File: src/core/sup_consts.svh
`ifndef SUP_CONSTS_SVH
`define SUP_CONSTS_SVH

// Clock rate of clk_i
`define SUP_CLK_HZ          50000000
`define SUP_CYC_PER_MS      (`SUP_CLK_HZ / 1000)

// Reset stretch after supply recovery, standard and long-pulse builds
`define SUP_STRETCH_MS      50
`define SUP_STRETCH_LONG_MS 200

// Internal watchdog timeouts, selected by the timebase strap
`define SUP_WD_LONG_MS      1600
`define SUP_WD_SHORT_MS     100

// External timebase: rising edges of timebase_pin per watchdog timeout
`define SUP_EXT_TICKS       1024

// Width of the timing counters (holds 1.6 s of clk_i)
`define SUP_CNT_W           27

// Reset value of the one-hot state
`define SUP_ST_RESET        4'h1

`endif

File: src/core/sup_pkg.sv
`include "sup_consts.svh"

package sup_pkg;

  typedef enum logic [3:0] {
    SUP_OFF     = 4'h1,
    SUP_STRETCH = 4'h2,
    SUP_RUN     = 4'h4,
    SUP_WDRST   = 4'h8
  } sup_state_t;

  // Pin inputs, all asynchronous to clk_i
  typedef struct packed {
    logic supply_low;        // Main supply below reset threshold
    logic main_below_backup; // Main supply below backup_supply
    logic power_fail_sense_in; // High while sense input above reference
    logic watchdog_kick_in;
    logic watchdog_float;    // High while kick input floats
    logic timebase_select;
    logic timebase_pin;
    logic ce_in_n;
  } sup_pins_t;

  typedef struct packed {
    logic reset_n;
    logic reset;
    logic ce_out_n;
    logic power_fail_warn_n;
    logic backup_status_out;
    logic watchdog_out_n;
  } sup_outs_t;

  typedef struct packed {
    sup_pins_t               s1;
    sup_pins_t               s2;
    logic                    kick_prev;
    logic                    tb_prev;
    sup_state_t              st;
    logic [`SUP_CNT_W-1:0]   cnt;
    logic [`SUP_CNT_W-1:0]   wd_cnt;
    sup_outs_t               o;
  } sup_regs_t;

endpackage

File: src/core/sup_gate.sv
`timescale 1ns/1ns
`include "sup_consts.svh"

module sup_gate #(
  parameter int unsigned STRETCH_CYC = `SUP_CYC_PER_MS * `SUP_STRETCH_MS,
  parameter int unsigned WD_LONG_CYC = `SUP_CYC_PER_MS * `SUP_WD_LONG_MS,
  parameter int unsigned WD_SHORT_CYC = `SUP_CYC_PER_MS * `SUP_WD_SHORT_MS,
  parameter int unsigned EXT_TICKS   = `SUP_EXT_TICKS
) (
  // Clock, reset, enable
  input  wire logic              clk_i,
  input  wire logic              reset_i,
  input  wire logic              clk_en_i,
  // Comparator and pin inputs
  input  wire sup_pkg::sup_pins_t pins_i,
  // Supervisory outputs
  output sup_pkg::sup_outs_t      outs_o
);
  import sup_pkg::*;

  localparam logic [`SUP_CNT_W-1:0] STRETCH_M1 =
    `SUP_CNT_W'(STRETCH_CYC - 1);

  sup_regs_t             q;
  sup_regs_t             next_q;
  logic                  down;
  logic                  kick_edge;
  logic                  tick;
  logic                  wd_on;
  logic [`SUP_CNT_W-1:0] wd_lim;

  // Last count of the selected watchdog period
  function automatic logic [`SUP_CNT_W-1:0] wd_last(input logic sel,
                                                    input logic strap);
    logic [`SUP_CNT_W-1:0] r;
    if (!sel)
      r = `SUP_CNT_W'(EXT_TICKS - 1);
    else if (strap)
      r = `SUP_CNT_W'(WD_LONG_CYC - 1);
    else
      r = `SUP_CNT_W'(WD_SHORT_CYC - 1);
    return r;
  endfunction

  assign down      = q.s2.supply_low | q.s2.main_below_backup;
  assign kick_edge = q.s2.watchdog_kick_in ^ q.kick_prev;
  assign tick      = q.s2.timebase_select |
                     (q.s2.timebase_pin & ~q.tb_prev);
  assign wd_lim    = wd_last(q.s2.timebase_select, q.s2.timebase_pin);
  assign wd_on     = ~q.s2.watchdog_float & ~down;

  always_comb begin
    next_q           = q;
    next_q.s1        = pins_i;
    next_q.s2        = q.s1;
    next_q.kick_prev = q.s2.watchdog_kick_in;
    next_q.tb_prev   = q.s2.timebase_pin;

    case (q.st)
      SUP_OFF: begin
        next_q.cnt = '0;
        if (!down) begin
          next_q.st = SUP_STRETCH;
        end
      end
      SUP_STRETCH, SUP_WDRST: begin
        if (q.cnt == STRETCH_M1) begin
          next_q.st     = SUP_RUN;
          next_q.cnt    = '0;
          next_q.wd_cnt = '0;
        end else begin
          next_q.cnt = q.cnt + 1'b1;
        end
      end
      SUP_RUN: begin
        if (!wd_on || kick_edge) begin
          next_q.wd_cnt = '0;
        end else if (tick) begin
          if (q.wd_cnt >= wd_lim) begin
            next_q.st       = SUP_WDRST;
            next_q.cnt      = '0;
            next_q.wd_cnt   = '0;
            next_q.o.watchdog_out_n = 1'b0;
          end else begin
            next_q.wd_cnt = q.wd_cnt + 1'b1;
          end
        end
      end
      default: begin
        next_q.st = SUP_OFF;
      end
    endcase

    // Watchdog is held clear outside normal running
    if (q.st != SUP_RUN) begin
      next_q.wd_cnt = '0;
    end
    if (kick_edge && wd_on) begin
      next_q.o.watchdog_out_n = 1'b1;
    end
    if (down) begin
      next_q.st               = SUP_OFF;
      next_q.cnt              = '0;
      next_q.o.watchdog_out_n = 1'b1;
    end

    next_q.o.reset_n = (next_q.st == SUP_RUN);
    next_q.o.reset   = ~(next_q.st == SUP_RUN);
    next_q.o.ce_out_n = down ? 1'b1 : q.s2.ce_in_n;
    next_q.o.power_fail_warn_n = q.s2.main_below_backup ? 1'b0 :
                                 q.s2.power_fail_sense_in;
    next_q.o.backup_status_out = q.s2.main_below_backup;
  end

  // Reset forces every output to its safe level, not only the state
  always_ff @(posedge clk_i) begin
    if (reset_i) begin
      q      <= '0;
      q.st   <= sup_state_t'(`SUP_ST_RESET);
      q.o.reset    <= 1'b1;
      q.o.ce_out_n <= 1'b1;
      q.o.power_fail_warn_n <= 1'b1;
      q.o.watchdog_out_n    <= 1'b1;
      q.s1.ce_in_n <= 1'b1;
      q.s2.ce_in_n <= 1'b1;
      // Sync stages start at supply low and sense high, so the first
      // cycles after reset show neither a false warning nor a release
      q.s1.supply_low <= 1'b1;
      q.s2.supply_low <= 1'b1;
      q.s1.power_fail_sense_in <= 1'b1;
      q.s2.power_fail_sense_in <= 1'b1;
    end else if (clk_en_i) begin
      q <= next_q;
    end
  end

  assign outs_o = q.o;

  AST_RESET_LOW: assert property (@(posedge clk_i)
    disable iff (reset_i || !clk_en_i)
    q.s2.supply_low |=> !outs_o.reset_n)
    else $error("reset_n high while supply low");

  AST_STRETCH_DONE: assert property (@(posedge clk_i)
    disable iff (reset_i || !clk_en_i)
    $rose(outs_o.reset_n) |-> $past(q.cnt) == STRETCH_M1)
    else $error("reset released before stretch ended");

  AST_WD_PULSE: assert property (@(posedge clk_i)
    disable iff (reset_i || !clk_en_i)
    (q.st == SUP_RUN && wd_on && !kick_edge && tick &&
     q.wd_cnt >= wd_lim)
    |=> q.st == SUP_WDRST && !outs_o.reset_n && !outs_o.watchdog_out_n)
    else $error("watchdog timeout gave no reset pulse");

  AST_WD_RESTART: assert property (@(posedge clk_i)
    disable iff (reset_i || !clk_en_i)
    (q.st == SUP_WDRST && q.cnt == STRETCH_M1 && !down)
    |=> q.st == SUP_RUN && q.wd_cnt == '0 && outs_o.reset_n)
    else $error("watchdog count not restarted after pulse");

  AST_WD_FLOAT: assert property (@(posedge clk_i)
    disable iff (reset_i || !clk_en_i)
    q.s2.watchdog_float && q.st != SUP_WDRST
    |=> q.wd_cnt == '0 && q.st != SUP_WDRST)
    else $error("watchdog ran while kick input floats");

  AST_EXT_HOLD: assert property (@(posedge clk_i)
    disable iff (reset_i || !clk_en_i)
    (q.st == SUP_RUN && wd_on && !tick && !kick_edge)
    |=> q.wd_cnt == $past(q.wd_cnt))
    else $error("watchdog counted without a tick");

  AST_CE_PASS: assert property (@(posedge clk_i)
    disable iff (reset_i || !clk_en_i)
    !down |=> outs_o.ce_out_n == $past(q.s2.ce_in_n))
    else $error("chip enable not passed through");

  AST_CE_BLOCK: assert property (@(posedge clk_i)
    disable iff (reset_i || !clk_en_i)
    (q.s2.supply_low || q.s2.main_below_backup) |=> outs_o.ce_out_n)
    else $error("chip enable not blocked");

  AST_PF_WARN: assert property (@(posedge clk_i)
    disable iff (reset_i || !clk_en_i)
    !q.s2.main_below_backup
    |=> outs_o.power_fail_warn_n == $past(q.s2.power_fail_sense_in))
    else $error("power-fail warning wrong level");

  AST_RESET_PAIR: assert property (@(posedge clk_i)
    disable iff (reset_i)
    outs_o.reset == !outs_o.reset_n)
    else $error("reset outputs not complementary");

  AST_BACKUP: assert property (@(posedge clk_i)
    disable iff (reset_i || !clk_en_i)
    1'b1 |=> outs_o.backup_status_out == $past(q.s2.main_below_backup))
    else $error("backup status wrong");

endmodule

File: config.mk
export PLATFORM = sky130hd
export DESIGN_NAME = sup_gate
export DESIGN_NICKNAME = d
export VERILOG_FILES = /design/src/core/sup_pkg.sv /design/src/core/sup_gate.sv
export VERILOG_INCLUDE_DIRS = /design/src /design/src/core
export SDC_FILE = /design/constraint.sdc
export NUM_CORES = 1
export LEC_CHECK = 0
export ABC_CLOCK_PERIOD_IN_PS = 2350
export BUFFER_PORTS_ARGS = -buffer_cell sky130_fd_sc_hd__buf_2
export CAP_MARGIN = 40
export CELL_PAD_IN_SITES_DETAIL_PLACEMENT = 0
export CELL_PAD_IN_SITES_GLOBAL_PLACEMENT = 1
export CORE_MARGIN = 5
export CORE_UTILIZATION = 38
export DETAILED_ROUTE_END_ITERATION = 10
export GPL_TIMING_DRIVEN = 0
export PLACE_DENSITY_LB_ADDON = 0.1
export SYNTH_ARGS = -nofsm -noshare
export SYNTH_HDL_FRONTEND = slang
export SYNTH_SLANG_ARGS = --single-unit
File: constraint.sdc
create_clock -name clk_i -period 2.35 [get_ports clk_i]
set_input_delay 0.47 -clock clk_i [delete_from_list [all_inputs] [get_ports clk_i]]
set_output_delay 0.47 -clock clk_i [all_outputs]
set_load 0.05 [all_outputs]
==> impl_metrics.yaml <==
routing:
  drtAntennaViolNets: 0
  vias_per_cell: 5.39
  wire_per_inst_um: 15.0
  drt-total-wl_um: 10200
  drc: 0
  vias: 3645
  drtIter0Drc: 166
  drt_pass1_iterations: 4
run:
  drv_cap: 0
die:
  dieWidth_um: 115
  ioPinCount: 17
  floorplan.initialDensity_pct: 38.5
  core_area_um2: 10800
  fp.dieH_um: 115
  rows: 38
  dieArea_um2: 13100
sta:
  hold_viol: 0
  period_needed_ps: 2290
  finalClockSkew_ps: 13.6
  fin_tns_setup_ps: 0
  worstMarginPinSlew_ps: 655
  hold_slack_ps: 310
  setup_violations: 0
  period_share_pct: 97.6
  max_clock_freq_mhz: 436
  finalMaxSlewViolations: 0
  rsz0062_at_grt: "yes"
  relSlewSlack_pct: 56.3
finish:
  insertedDiodeCount: 0
  syn2layout_area_growth_pct: 26.6
  final_common_cell: "dfxtp_1"
  drive_gt1_share_pct: 25.9
  final_area_um2: 5260
  utilization_pct: 48.7
  layout.nets: 557
  final_cell_mix: "dfxtp_1 (78), nor2_1 (65), nand2_1 (37)"
clocking:
  cts_tree: "done"
  cts.sink_count: 82
  cts.htree.levels: 3
  cts_hold_repair.buffers: 0
  cts_buffer_depth: 2
  clk_latency_ps: 370
  cts_made_buffers: 9
  cts_root_buf: "clkbuf_8"
  clk_pin_slew_worst_paths_ps: 80
grt:
  antenna_found_initial: 0
  grt_pass1_wl_um: 16600
  grt_pass1_vias: 3513
  grt_max_degree: 13
  grt_remaining_overflow: 0
  track_usage_pct: 15.8
logic_synthesis:
  syn_area_um2: 4150
  synthCells: 490
  ys_seq_area_share_pct: 39.5
  ys_types: 51
  synth-seq-cells: 82
  synth_warnings: 0
  syn_area_per_cell_um2: 8.47
  synth_fp_nets: 515
placement:
  gp_congestion: 0.785
  port_buffers: 15
  dpl.hpwl_um: 6800
  place_area_um2: 4420
run_status:
  status: "finished, final reports clean"
critical_path:
  required_ps: 2610
  cp-start-kind: "flop"
  cp.arrival_ps: 2550
  critPathMaxFanout: 5
  worst_setup_path_end_kind: "flop"
  critPathKind: "flop to flop"
  r2r_setup_slack_ps: 60
power:
  power.leakage_nw: 1.94
  power.density_nw_per_um2: 530
  vdd_drop_max_v: 0.000423
hold_path:
  hold_class: "primary input to flop"
==> state kept, by name, indices dropped and copies added, names as in the netlist <==
signal / flops
next_q: 11
outs_o: 6
q: 65
==> where the power goes <==
group          switching, W  leakage (nW)  internal (W)
Clock              0.000493         0.110      0.000652
Combinational      0.000121          1.16     0.0000933
Sequential        0.0000192         0.667       0.00141
Total              0.000633          1.94       0.00215
==> path summary, 6_finish.rpt <==
kind                                  from          to  cells past startpoint
worst max-delay path            next_q[64]       q[42]                     12
worst min-delay path             pins_i[0]  next_q[66]                      2
worst max register to register  next_q[64]       q[42]                     12
worst min register to register       q[71]   outs_o[2]                      2
==> Yosys cell counts (all sizes together) <==
cell	n	area share [%]
xor2	13	2.7
a211o	6	1.3
or2	2	0.30
dfxtp	82	40
nand3b	4	0.72
o21bai	1	0.18
a21oi	15	1.8
a31oi	7	1.4
o21a	1	0.18
a211oi	1	0.18
xnor2	13	2.7
nor3b	1	0.30
and3	14	2.1
inv	8	0.72
o311a	2	0.48
o31ai	11	2.0
nor4	7	1.1
nand3	19	2.3
nand2b	2	0.30
or4	2	0.36
nor2b	13	2.0
o2111ai	1	0.21
mux2i	14	3.4
a221o	1	0.24
a21o	3	0.54
nand4bb	1	0.27
o21ai	51	6.1
or3	2	0.30
o41ai	3	0.63
a31o	2	0.42
nor4b	2	0.42
and4	7	1.6
a32oi	1	0.21
nand2	40	3.7
clkbuf	8	0.72
ha	14	4.2
nor2	68	6.1
nor3	9	1.2
o31a	1	0.21
nand4	13	2.0
or4b	5	1.2
buf	20	3.6
==> routing by layer <==
layer / vias to the layer above / share of wire, % / global-route usage [%]
met5: - / 0 / 0
met4: 0 / 2.0 / 8.63
met3: 17 / 2.8 / 3.38
met2: 52 / 46 / 24.6
met1: 1734 / 49 / 20.4
li1: 1842 / - / -
==> logic make-up (layout without fill, tap and decap cells) <==
kind of cell,after synthesis,after routing,synth area share (%)
flops,82,82,39.5
buf+inv,36,82,5.06
mux,14,14,3.38
compound gates,107,107,16.1
simple gates,211,211,26.2
fa+ha+maj,14,14,4.22
xor+xnor,26,26,5.49
==> per-stage QoR <==
step	worst slack, ps	cells	total power [W]
4_1_cts	-4.18	669	0.00279
6_report	55.5	676	0.00279
3_3_place_gp	-336	645	0.00162
3_5_place_dp	-415	647	0.00162
2_1_floorplan	158	490	0.00158
5_1_grt	-41.3	676	0.00290
==> worst max-delay path, stage by stage (launching register included) <==
cell and delay [ps]:
dfxtp_4 370, buf_6 110, nand2_8 70, ha_4 280, nand4_1 190, nor2_4 220, o2111ai_4 160, nand4_1 170
a31oi_4 120, buf_6 160, buf_8 130, o21ai_2 120, o41ai_2 80
==> area by class of cell <==
type	count	area, um^2
fillers	1060	5540
multi-input cells	372	2710
flip-flops and latches	82	1650
repair buffers	32	245
plain buffers	27	218
well taps	140	175
clock buffers	13	159
clock inverters	2	60.1
inverters	8	37.5
==> what timing repair did <==
item / in CTS / in global routing
gates cloned: 2 / 1
setup endpoints to repair: 58 / 57
gates resized for setup: 27 / 87
pin swaps: 7 / 44
buffers inserted: 6 / 7
(Power assumes the default switching activity.)
